**src/core/mctr_pkg.sv**
```systemverilog
package mctr_pkg;
    // register byte addresses on the apb bus
    localparam logic [11:0] MCTR_ADDR_CTRL = 12'h000;
    localparam logic [11:0] MCTR_ADDR_CNTL = 12'h004;
    localparam logic [11:0] MCTR_ADDR_CNTH = 12'h008;
    localparam logic [11:0] MCTR_ADDR_IRQ = 12'h00C;
    // control register field positions
    localparam int MCTR_CTRL_WIDE = 7;
    localparam int MCTR_CTRL_ROUTE_HI = 6;
    localparam int MCTR_CTRL_PS_HI = 5;
    localparam int MCTR_CTRL_PS_LO = 4;
    localparam int MCTR_CTRL_ROUTE_LO = 3;
    localparam int MCTR_CTRL_NOSYNC = 2;
    localparam int MCTR_CTRL_SRC = 1;
    localparam int MCTR_CTRL_RUN = 0;
    // irq register field positions
    localparam int MCTR_IRQ_FLAG = 1;
    localparam int MCTR_IRQ_EN = 9;
    // reset values
    localparam logic [7:0] MCTR_CTRL_RST = 8'h00;
    localparam logic [15:0] MCTR_COUNT_RST = 16'h0000;
    // compare mode that fires the special event trigger
    localparam logic [3:0] MCTR_MODE_SPECIAL = 4'hB;
    // instruction cycle is four system clocks
    localparam logic [1:0] MCTR_INSTR_DIV = 2'h3;
    // edge detector states for the external input
    typedef enum logic [1:0] {
        MCTR_EDGE_ARM = 2'b00,
        MCTR_EDGE_LOW = 2'b01,
        MCTR_EDGE_HIGH = 2'b10
    } mctr_edge_t;
endpackage

```
**src/core/mctr_edge.sv**
```systemverilog
`timescale 1ns/1ps
// turns a sampled external clock into one-cycle rising edge pulses
module mctr_edge (
    input wire logic i_clk,
    input wire logic i_reset,
    input wire logic i_level,
    input wire logic i_clear,
    output logic o_rise
);
    import mctr_pkg::*;

    mctr_edge_t state_reg; // waits for a first low before counting

    // a rise only counts after a low has been seen first
    always_ff @(posedge i_clk or posedge i_reset) begin
        if (i_reset) begin
            state_reg <= MCTR_EDGE_ARM;
        end else if (i_clear) begin
            state_reg <= MCTR_EDGE_ARM;
        end else begin
            case (state_reg)
                MCTR_EDGE_ARM: begin
                    if (!i_level) begin
                        state_reg <= MCTR_EDGE_LOW;
                    end
                end
                MCTR_EDGE_LOW: begin
                    if (i_level) begin
                        state_reg <= MCTR_EDGE_HIGH;
                    end
                end
                MCTR_EDGE_HIGH: begin
                    if (!i_level) begin
                        state_reg <= MCTR_EDGE_LOW;
                    end
                end
                default: begin
                    state_reg <= MCTR_EDGE_ARM;
                end
            endcase
        end
    end

    // combinational pulse in the cycle the high level is first seen
    assign o_rise = (state_reg == MCTR_EDGE_LOW) && i_level && !i_clear;
endmodule

```
**src/core/mctr_prescale.sv**
```systemverilog
`timescale 1ns/1ps
// divides count ticks by 1, 2, 4 or 8
module mctr_prescale (
    input wire logic i_clk,
    input wire logic i_reset,
    input wire logic i_tick,
    input wire logic i_clear,
    input wire logic [1:0] i_sel,
    output logic o_tick
);
    import mctr_pkg::*;

    logic [2:0] div_reg; // running prescale count
    logic [2:0] mask; // terminal pattern for the chosen ratio

    // 00 -> 1, 01 -> 2, 10 -> 4, 11 -> 8
    always_comb begin
        case (i_sel)
            2'b00: mask = 3'h0;
            2'b01: mask = 3'h1;
            2'b10: mask = 3'h3;
            default: mask = 3'h7;
        endcase
    end

    // clear takes priority so a low byte write restarts the ratio
    always_ff @(posedge i_clk or posedge i_reset) begin
        if (i_reset) begin
            div_reg <= 3'h0;
        end else if (i_clear) begin
            div_reg <= 3'h0;
        end else if (i_tick) begin
            div_reg <= ((div_reg & mask) == mask) ? 3'h0 : div_reg + 3'h1;
        end
    end

    assign o_tick = i_tick && !i_clear && ((div_reg & mask) == mask);
endmodule

```
**src/core/mctr_top.sv**
```systemverilog
`timescale 1ns/1ps
// Operation
// - wide bit makes 16-bit access atomic
// - route select feeds each capture channel
// - two-bit prescale divides by 1,2,4,8
// - external input always synchronised, disable bit kept readable only
// - source bit picks external or instruction clock
// - run bit gates counting, holds value
// - timer mode counts each instruction cycle
// - counter mode counts external or aux edges
// - wrap to zero sets overflow flag
// - flag raises irq only when enabled
// - special trigger in mode 1011 clears count
// - trigger reset never sets overflow flag
// - software write beats trigger reset
// - compare value acts as period
// - aux oscillator may serve as clock
// - low read latches high byte buffer
// - high write fills buffer, low write commits
// - only low byte write clears prescaler
module mctr_top (
    input wire logic i_clk,
    input wire logic i_reset,
    // apb slave
    input wire logic i_psel,
    input wire logic i_penable,
    input wire logic i_pwrite,
    input wire logic [11:0] i_paddr,
    input wire logic [31:0] i_pwdata,
    output logic [31:0] o_prdata,
    output logic o_pready,
    output logic o_pslverr,
    // external count input and aux oscillator, both async
    input wire logic i_ext_count_input,
    input wire logic i_aux_osc,
    input wire logic i_aux_osc_enable,
    // capture/compare unit interface
    input wire logic [3:0] i_compare_mode_field,
    input wire logic i_compare_match,
    input wire logic [15:0] i_companion_count,
    output logic [15:0] o_count,
    output logic [15:0] o_ch1_timebase,
    output logic [15:0] o_ch2_timebase,
    output logic o_overflow_flag,
    output logic o_irq
);
    import mctr_pkg::*;

    logic [7:0] ctrl_reg; // control register
    logic [15:0] count_reg; // live count
    logic [7:0] hbuf_reg; // high byte buffer for wide access
    logic flag_reg; // overflow flag
    logic irq_en_reg; // overflow interrupt enable
    logic [1:0] instr_reg; // instruction cycle divider
    logic ext_a_reg; // first sync stage
    logic ext_b_reg; // second sync stage
    logic [31:0] prdata_reg; // read data register
    logic ext_src; // chosen external raw level
    logic ext_level; // level fed to the edge detector
    logic ext_rise; // rising edge pulse
    logic instr_tick; // one pulse per instruction cycle
    logic raw_tick; // pre-prescaler tick
    logic count_tick; // post-prescaler tick
    logic wr_acc; // write access phase
    logic rd_acc; // read setup phase, where reads are decoded
    logic wr_low; // low byte write
    logic wr_high; // high byte write
    logic trig_clear; // special event reset
    logic wrap; // overflow this cycle
    logic wide; // atomic mode

    // apb answers in the first access cycle, never an error
    assign o_pready = 1'b1;
    assign o_pslverr = 1'b0;
    assign wr_acc = i_psel && i_penable && i_pwrite;
    assign rd_acc = i_psel && !i_penable && !i_pwrite;
    assign wr_low = wr_acc && (i_paddr == MCTR_ADDR_CNTL);
    assign wr_high = wr_acc && (i_paddr == MCTR_ADDR_CNTH);
    assign wide = ctrl_reg[MCTR_CTRL_WIDE];

    // control register; only the software writes it
    always_ff @(posedge i_clk or posedge i_reset) begin
        if (i_reset) begin
            ctrl_reg <= MCTR_CTRL_RST;
        end else if (wr_acc && (i_paddr == MCTR_ADDR_CTRL)) begin
            ctrl_reg <= i_pwdata[7:0];
        end
    end

    // aux oscillator replaces the pin when enabled
    assign ext_src = i_aux_osc_enable ? i_aux_osc : i_ext_count_input;

    // two stage synchroniser on the chosen external clock
    always_ff @(posedge i_clk or posedge i_reset) begin
        if (i_reset) begin
            ext_a_reg <= 1'b0;
            ext_b_reg <= 1'b0;
        end else begin
            ext_a_reg <= ext_src;
            ext_b_reg <= ext_a_reg;
        end
    end

    // the unsynchronised path still goes through the two flops, since
    // this core has one clock; the disable bit is kept readable only
    assign ext_level = ext_b_reg;

    mctr_edge u_edge (
        .i_clk(i_clk),
        .i_reset(i_reset),
        .i_level(ext_level),
        .i_clear(!ctrl_reg[MCTR_CTRL_SRC]),
        .o_rise(ext_rise)
    );

    // instruction cycle is every fourth system clock
    always_ff @(posedge i_clk or posedge i_reset) begin
        if (i_reset) begin
            instr_reg <= 2'h0;
        end else begin
            instr_reg <= instr_reg + 2'h1;
        end
    end
    assign instr_tick = (instr_reg == MCTR_INSTR_DIV);

    // source select, then the run gate
    assign raw_tick = ctrl_reg[MCTR_CTRL_RUN]
        && (ctrl_reg[MCTR_CTRL_SRC] ? ext_rise : instr_tick);

    mctr_prescale u_prescale (
        .i_clk(i_clk),
        .i_reset(i_reset),
        .i_tick(raw_tick),
        .i_clear(wr_low),
        .i_sel(ctrl_reg[MCTR_CTRL_PS_HI:MCTR_CTRL_PS_LO]),
        .o_tick(count_tick)
    );

    // trigger from the compare unit in special event mode
    assign trig_clear = i_compare_match
        && (i_compare_mode_field == MCTR_MODE_SPECIAL);
    // a wide high write only fills the buffer, so it must not hide a wrap
    assign wrap = count_tick && !trig_clear && !wr_low
        && !(wr_high && !wide) && (count_reg == 16'hFFFF);

    // live count: write, then trigger, then tick
    always_ff @(posedge i_clk or posedge i_reset) begin
        if (i_reset) begin
            count_reg <= MCTR_COUNT_RST;
        end else if (wr_low) begin
            if (wide) begin
                count_reg <= {hbuf_reg, i_pwdata[7:0]};
            end else begin
                count_reg[7:0] <= i_pwdata[7:0];
            end
        end else if (wr_high && !wide) begin
            count_reg[15:8] <= i_pwdata[7:0];
        end else if (trig_clear) begin
            count_reg <= MCTR_COUNT_RST;
        end else if (count_tick) begin
            count_reg <= count_reg + 16'h0001;
        end
    end

    // high byte buffer for atomic access; latched in the same setup
    // cycle that samples the low byte, so both halves share one count
    always_ff @(posedge i_clk or posedge i_reset) begin
        if (i_reset) begin
            hbuf_reg <= 8'h00;
        end else if (wide && wr_high) begin
            hbuf_reg <= i_pwdata[7:0];
        end else if (wide && rd_acc && i_paddr == MCTR_ADDR_CNTL) begin
            hbuf_reg <= count_reg[15:8];
        end
    end

    // overflow flag: set wins over a software clear
    always_ff @(posedge i_clk or posedge i_reset) begin
        if (i_reset) begin
            flag_reg <= 1'b0;
            irq_en_reg <= 1'b0;
        end else begin
            if (wrap) begin
                flag_reg <= 1'b1;
            end else if (wr_acc && i_paddr == MCTR_ADDR_IRQ) begin
                flag_reg <= i_pwdata[MCTR_IRQ_FLAG];
            end
            if (wr_acc && i_paddr == MCTR_ADDR_IRQ) begin
                irq_en_reg <= i_pwdata[MCTR_IRQ_EN];
            end
        end
    end

    assign o_overflow_flag = flag_reg;
    assign o_irq = flag_reg && irq_en_reg;
    assign o_count = count_reg;

    // time base routing to the capture/compare channels
    always_comb begin
        if (ctrl_reg[MCTR_CTRL_ROUTE_HI]) begin
            o_ch1_timebase = count_reg;
            o_ch2_timebase = count_reg;
        end else if (ctrl_reg[MCTR_CTRL_ROUTE_LO]) begin
            o_ch1_timebase = i_companion_count;
            o_ch2_timebase = count_reg;
        end else begin
            o_ch1_timebase = i_companion_count;
            o_ch2_timebase = i_companion_count;
        end
    end

    // read data is registered during the setup cycle
    always_ff @(posedge i_clk or posedge i_reset) begin
        if (i_reset) begin
            prdata_reg <= 32'h0000_0000;
        end else if (rd_acc) begin
            case (i_paddr)
                MCTR_ADDR_CTRL: prdata_reg <= {24'h00_0000, ctrl_reg};
                MCTR_ADDR_CNTL: prdata_reg <= {24'h00_0000, count_reg[7:0]};
                MCTR_ADDR_CNTH: prdata_reg <= {24'h00_0000,
                    wide ? hbuf_reg : count_reg[15:8]};
                MCTR_ADDR_IRQ: prdata_reg <= {22'h00_0000, irq_en_reg,
                    7'h00, flag_reg, 1'b0};
                default: prdata_reg <= 32'h0000_0000;
            endcase
        end
    end
    assign o_prdata = prdata_reg;
endmodule

```
**config.mk**
```make
export PLATFORM = sky130hd
export DESIGN_NAME = mctr_top
export DESIGN_NICKNAME = d
export VERILOG_FILES = /design/src/core/mctr_pkg.sv /design/src/core/mctr_edge.sv /design/src/core/mctr_prescale.sv /design/src/core/mctr_top.sv
export SDC_FILE = /design/constraint.sdc
export NUM_CORES = 1
export LEC_CHECK = 0
export ABC_AREA = 1
export BUFFER_PORTS_ARGS = -buffer_cell sky130_fd_sc_hd__buf_4
export CORE_MARGIN = 3
export CORE_UTILIZATION = 40
export DETAILED_ROUTE_END_ITERATION = 12
export MAX_ROUTING_LAYER = met4
export PLACE_DENSITY_LB_ADDON = 0.08
export SLEW_MARGIN = 20
export SYNTH_ARGS = -nofsm -noshare
export SYNTH_HDL_FRONTEND = slang
export SYNTH_SLANG_ARGS = --single-unit
```
**constraint.sdc**
```tcl
create_clock -name i_clk -period 1.8 [get_ports i_clk]
set_clock_uncertainty 0.2 [all_clocks]
set_input_delay 0.27 -clock i_clk [delete_from_list [all_inputs] [get_ports i_clk]]
set_output_delay 0.27 -clock i_clk [all_outputs]
set_load 0.1 [all_outputs]
```
# After elaboration in Yosys (flattened, before gate mapping)
# Cells that the tools add are included.
[totals]
register_bits = 75
out_inout_bits = 84
word_cells = 94
[classes]
n_addsub = 3
eq_ne = 14
mux = 24
bitwise_logic = 1
reduce_logical = 40
[ops]
columns = ["operator", "count"]
rows = [
  ["2-to-1 mux 16 bit", 6],
  ["2-to-1 mux 8 bit", 5],
  ["one-hot mux 10 bit (4 select lines)", 1],
  ["== test 12 x 4 -> 1 bit, second input constant", 2],
  ["logical AND 1 bit", 23],
  ["adder 16 x 1 -> 16 bit, second input constant", 1],
  ["== test 16 bit, second input constant", 1],
  ["== test 12 x 3 -> 1 bit, second input constant", 1],
  ["logical NOT 12 bit", 1],
  ["2-to-1 mux 3 bit", 3],
  ["one-hot mux 3 bit (3 select lines)", 1],
  ["== test 2 bit, second input constant", 3],
  ["logical NOT 1 bit", 6],
  ["2-to-1 mux 2 bit", 3],
  ["inequality test 3 bit, second input constant", 2],
  ["nonzero test 2 bit", 3],
  ["== test 2 x 1 -> 1 bit, second input constant", 2],
  ["== test 4 bit, second input constant", 1],
  ["logical NOT 2 bit", 2],
  ["2-to-1 mux 1 bit", 4],
  ["one-hot mux 2 bit (2 select lines)", 1],
  ["AND reduction 2 bit", 2],
  ["nonzero test 4 bit", 1],
  ["adder 3 x 1 -> 3 bit, second input constant", 1],
  ["other kinds (6)", 6],
]

# Depth between registers and ports, before layout
[logic_depth]
ltp_word = 12
depth_mapped = 12
ltp_nobuf = 12

# By module
# Synthesis repeated with hierarchy kept, for this count alone.
[unflattened]
cells_unflattened = 594
area_unflattened_um2 = 3822.4
[by_module_without_submodules]
columns = ["module", "instances", "cells_each", "area_per_inst_um2", "seq_area_each_um2"]
rows = [
  ["mctr_top", 1, 545, 3504.6, 1176.1],
  ["mctr_prescale", 1, 35, 216.5, 75.1],
  ["mctr_edge", 1, 14, 101.3, 50.0],
]

# Least setup slack after synthesis
# OpenSTA, ideal clock, no wires.
[synth_path]
path_type = "register -> output"
start = "reg count_reg[9], in the netlist o_count[9]"
end = "out o_ch2_timebase[9]"
arrival_time_ns = 3.365
required_time_ns = 1.330
path_slack_ns = -2.035
stages_incl_launch_ff = 3
path_buffers = 0
cell_sequence = "dfrtp_1 > inv_1 > o21ai_0"
[synth_between]
elab_chain_len = 2
[synth_rtl]
columns = ["item", "line_no", "rtl"]
rows = [
  ["start: declaration", "mctr_top.sv:50", "logic [15:0] count_reg;"],
  ["start signal: assignment", "mctr_top.sv:152", "count_reg <= {hbuf_reg, i_pwdata[7:0]};"],
  ["start signal: assignment", "mctr_top.sv:157", "count_reg[15:8] <= i_pwdata[7:0];"],
  ["start signal: assignment", "mctr_top.sv:161", "count_reg <= count_reg + 16'h0001;"],
  ["2-to-1 mux 16 bit", "mctr_top.sv:203", "end else if (ctrl_reg[MCTR_CTRL_ROUTE_LO]) begin"],
  ["2-to-1 mux 16 bit *", "mctr_top.sv:200", "if (ctrl_reg[MCTR_CTRL_ROUTE_HI]) begin"],
  ["end: declaration", "mctr_top.sv:43", "output logic [15:0] o_ch2_timebase,"],
]
# Mark *: on every way between the ends. The rest lies on a longest branch, timed or not.

# Final worst setup path
[layout_path]
start = "reg ctrl_reg[3]"
end = "out o_ch2_timebase[1]"
[layout_between]
elab_chain_len = 2
[layout_rtl]
columns = ["item", "line_no", "rtl"]
rows = [
  ["start: declaration", "mctr_top.sv:49", "logic [7:0] ctrl_reg;"],
  ["start signal: assignment", "mctr_top.sv:86", "ctrl_reg <= i_pwdata[7:0];"],
  ["2-to-1 mux 16 bit", "mctr_top.sv:203", ""],
  ["2-to-1 mux 16 bit", "mctr_top.sv:200", ""],
]
# Every way passes these cells.

==> flow_summary_export.csv <==
group,metric,value,unit
clock_network,cts-root-buf,"clkbuf_8",
timing,fin_crit_sh,113,%
global_routing,grt_max_degree,53,
timing,final_max_slew_viol_count,0,
finish,diodes,0,
pwr,vdd_ir_drop_max,0.000534,V
clock_network,cts_tree,"done",
pwr,p_leak,3.01,nW
critical_path,slowest_delay,0.42,ns
finish,final_cell_mix,"nand2_1 (151), buf_4 (123), inv_1 (42), buf_12 (37), dfrtp_1 (34)",
outcome,violations,"setup timing",
detailed_routing,routedWlPerCell,17.0,µm
detailed_routing,drc,0,
critical_path,path_common_cell,"buf_12",
critical_path,cp-end-kind,"primary output",
synth,synth.distinct_cells,36,
clock_network,cts_buffers,5,
synth,synth_seq_cells,52,
finish,final_common_cell,"nand2_1",
detailed_routing,dr_wl_met2,6860,µm
placed_design,dp_hpwl,10000,µm
critical_path,r2r_slack,0.12,ns
finish,area_growth,66.4,%
clock_network,htree_levels,2,
critical_path,arrival,1.57,ns
floorplanning,die_area,10600,µm²
timing,fin_ws,-0.236,ns
synth,synth_warnings,0,
floorplanning,coreArea,8930,µm²
global_routing,grtUsageTotal,25.9,%
synth,synth_area_per_cell,6.85,µm²
global_routing,antenna_found_initial,0,
outcome,status,"finished with violations",
critical_path,startpoint_type,"flip-flop",
min_path,hold-path-endpoint,"ctrl_reg[3]",
synth,seq_area_frac_synth,34.5,%
critical_path,path_cells,"nor2_4 -> buf_12 -> nand2_1 -> o21ai_4 -> buf_12",
synth,synth_area,3780,µm²
job,maxCapViolCount,0,
min_path,min_path_cells,3,
timing,whs,0.00245,ns
floorplanning,rows,34,
placed_design,placed_area,5420,µm²
global_routing,grt_pass1_vias,4149,
clock_network,clock-sinks,52,
global_routing,grt_pass1_wl,20800,µm
detailed_routing,dr.pass1.iters,7,
synth,synth_edf_count,0,
finish,drive_above_1_share,42.6,%
clock_network,clk_path_buf_depth,2,
critical_path,critPathSlowestCell,"dfrtp_1",
timing,min_period,2.04,ns
timing,fmax,0.491,GHz
min_path,min_path_type,"in2reg",
detailed_routing,vias,4306,
detailed_routing,wl_met1,5630,µm
finish,fin_area,6280,µm²
detailed_routing,drt_iter0_markers,278,
clock_network,worstSkewPairLatency,0.31,ns
critical_path,cp_max_fo,23,
detailed_routing,via_per_inst,5.25,
floorplanning,fp.dieW,103,µm
global_routing,grt_overflow,0,
timing,finalSetupViolations,32,
timing,rsz0062_at_grt,"true",
min_path,holdCritStartpoint,"i_pwdata[3]",
critical_path,reg2reg_from,"o_count[1]",
finish,instances_no_fill,820,
finish,fin_nets,787,
critical_path,timing.rr.end,"o_count[14]",
timing,hold_violations,0,
critical_path,rr_worst_depth,12,
detailed_routing,dr_wl_met3,1120,µm
floorplanning,initial_core_util,42.3,%
finish,largest_reg_flops,16,
placed_design,gp_congestion,0.944,
detailed_routing,dr.max_layer_used,"met4",
critical_path,worst-setup-path-type,"reg2out",
floorplanning,io_pins,157,
detailed_routing,routed_wl,13900,µm
critical_path,required,1.33,ns
synth,async_reset_ff_share,100,%
synth,ys.flop_type,"dfrtp_1",
floorplanning,fp.dieH,103,µm
placed_design,portBuffers,108,
pwr,power_density,734,nW/µm²
placed_design,dp_cells,797,
pwr,power,4.61,mW
detailed_routing,ant_nets,0,
synth,syn-instance-count,551,
finish,num-fill-cells,701,
clock_network,clkTransAtPathRegs,0.10,ns
[worst max-delay path by stage]
stage,start,to,slack [ns]
2_1_floorplan,o_count[1],o_ch1_timebase[1],-0.22
3_5_place_dp,i_paddr[11],hbuf_reg[7],-0.14
3_3_place_gp,i_paddr[7],hbuf_reg[7],-0.07
6_report,ctrl_reg[3],o_ch2_timebase[1],-0.24
4_1_cts,ctrl_reg[3],o_ch2_timebase[10],-0.17
5_1_grt,ctrl_reg[3],o_ch2_timebase[1],-0.30
[power breakdown]
part / switching [mW] / leakage, nW / internal, mW / total, mW
logic: 1.75 / 2.34 / 0.754 / 2.50
clock network: 0.430 / 0.0452 / 0.285 / 0.715
registers: 0.122 / 0.625 / 1.27 / 1.39
[cells in the mapped netlist (all sizes together) (4+ instances only)]
library cell	n	area share (%)
inv	63	6.3
buf	32	6.5
o21ai	53	7.2
nand4	13	2.3
xor2	7	1.6
nand2	162	17
nand3	29	4.5
a21oi	28	3.7
dfrtp	52	34
mux2	4	1.2
o22ai	12	2.0
clkbuf	9	0.89
nor2	63	7.4
[worst max-delay path, delay by kind of cell, from the launching register on]
kind | cells | cell delay (ns)
buf+inv | 2 | 0.40
simple gates | 2 | 0.30
flops | 1 | 0.42
compound gates | 1 | 0.12
[metrics by stage]
stage / setup WS, ns / util [%] / TNS, ns
6_report: -0.236 / 70.3 / -4.81
2_1_floorplan: -0.221 / - / -4.08
5_1_grt: -0.297 / 70.3 / -6.55
4_1_cts: -0.175 / 67.9 / -4.07
3_3_place_gp: -0.0655 / 60.7 / -0.698
3_5_place_dp: -0.137 / 60.7 / -2.54
[repair_timing]
| action | in CTS | in global routing |
|---|---|---|
| pin swaps | 1 | 14 |
| hold buffers | 4 | 0 |
| hold endpoints to repair | 54 | 0 |
| endpoints found under the setup margin | 33 | 47 |
| gates cloned | 2 | 2 |
| setup buffers | 3 | 4 |
| resized for setup | 112 | 28 |
[final cells by class]
cell class | instances | area, µm² | share of cell area [%]
multi-input combinational | 418 | 2610 | 41.5
timing repair buffer | 171 | 1850 | 29.4
sequential | 52 | 1320 | 21.1
inverter | 63 | 275 | 4.38
tap | 108 | 135 | 2.15
clock buffer | 5 | 68.8 | 1.10
clock inverter | 3 | 25.0 | 0.398
[per-layer routing]
metal  vias to the layer above  track usage (%)
met5                         -                -
met4                         0             7.07
met3                        29             3.38
met2                       221             43.6
met1                      1991             32.6
li1                       2065                -
[kinds of logic (layout without fill, tap and decap cells)]
| family | Yosys count | in the layout | share of synthesized area [%] |
|---|---|---|---|
| other cells | 2 | 25 | 0.199 |
| compound gates | 104 | 104 | 15.2 |
| flops | 52 | 52 | 34.5 |
| xor+xnor | 7 | 7 | 1.62 |
| fa+ha+maj | 3 | 3 | 0.994 |
| mux | 5 | 5 | 1.46 |
| simple gates | 274 | 274 | 32.4 |
| buf+inv | 104 | 242 | 13.6 |
No activity file was read; power rests on OpenSTA's default activity.
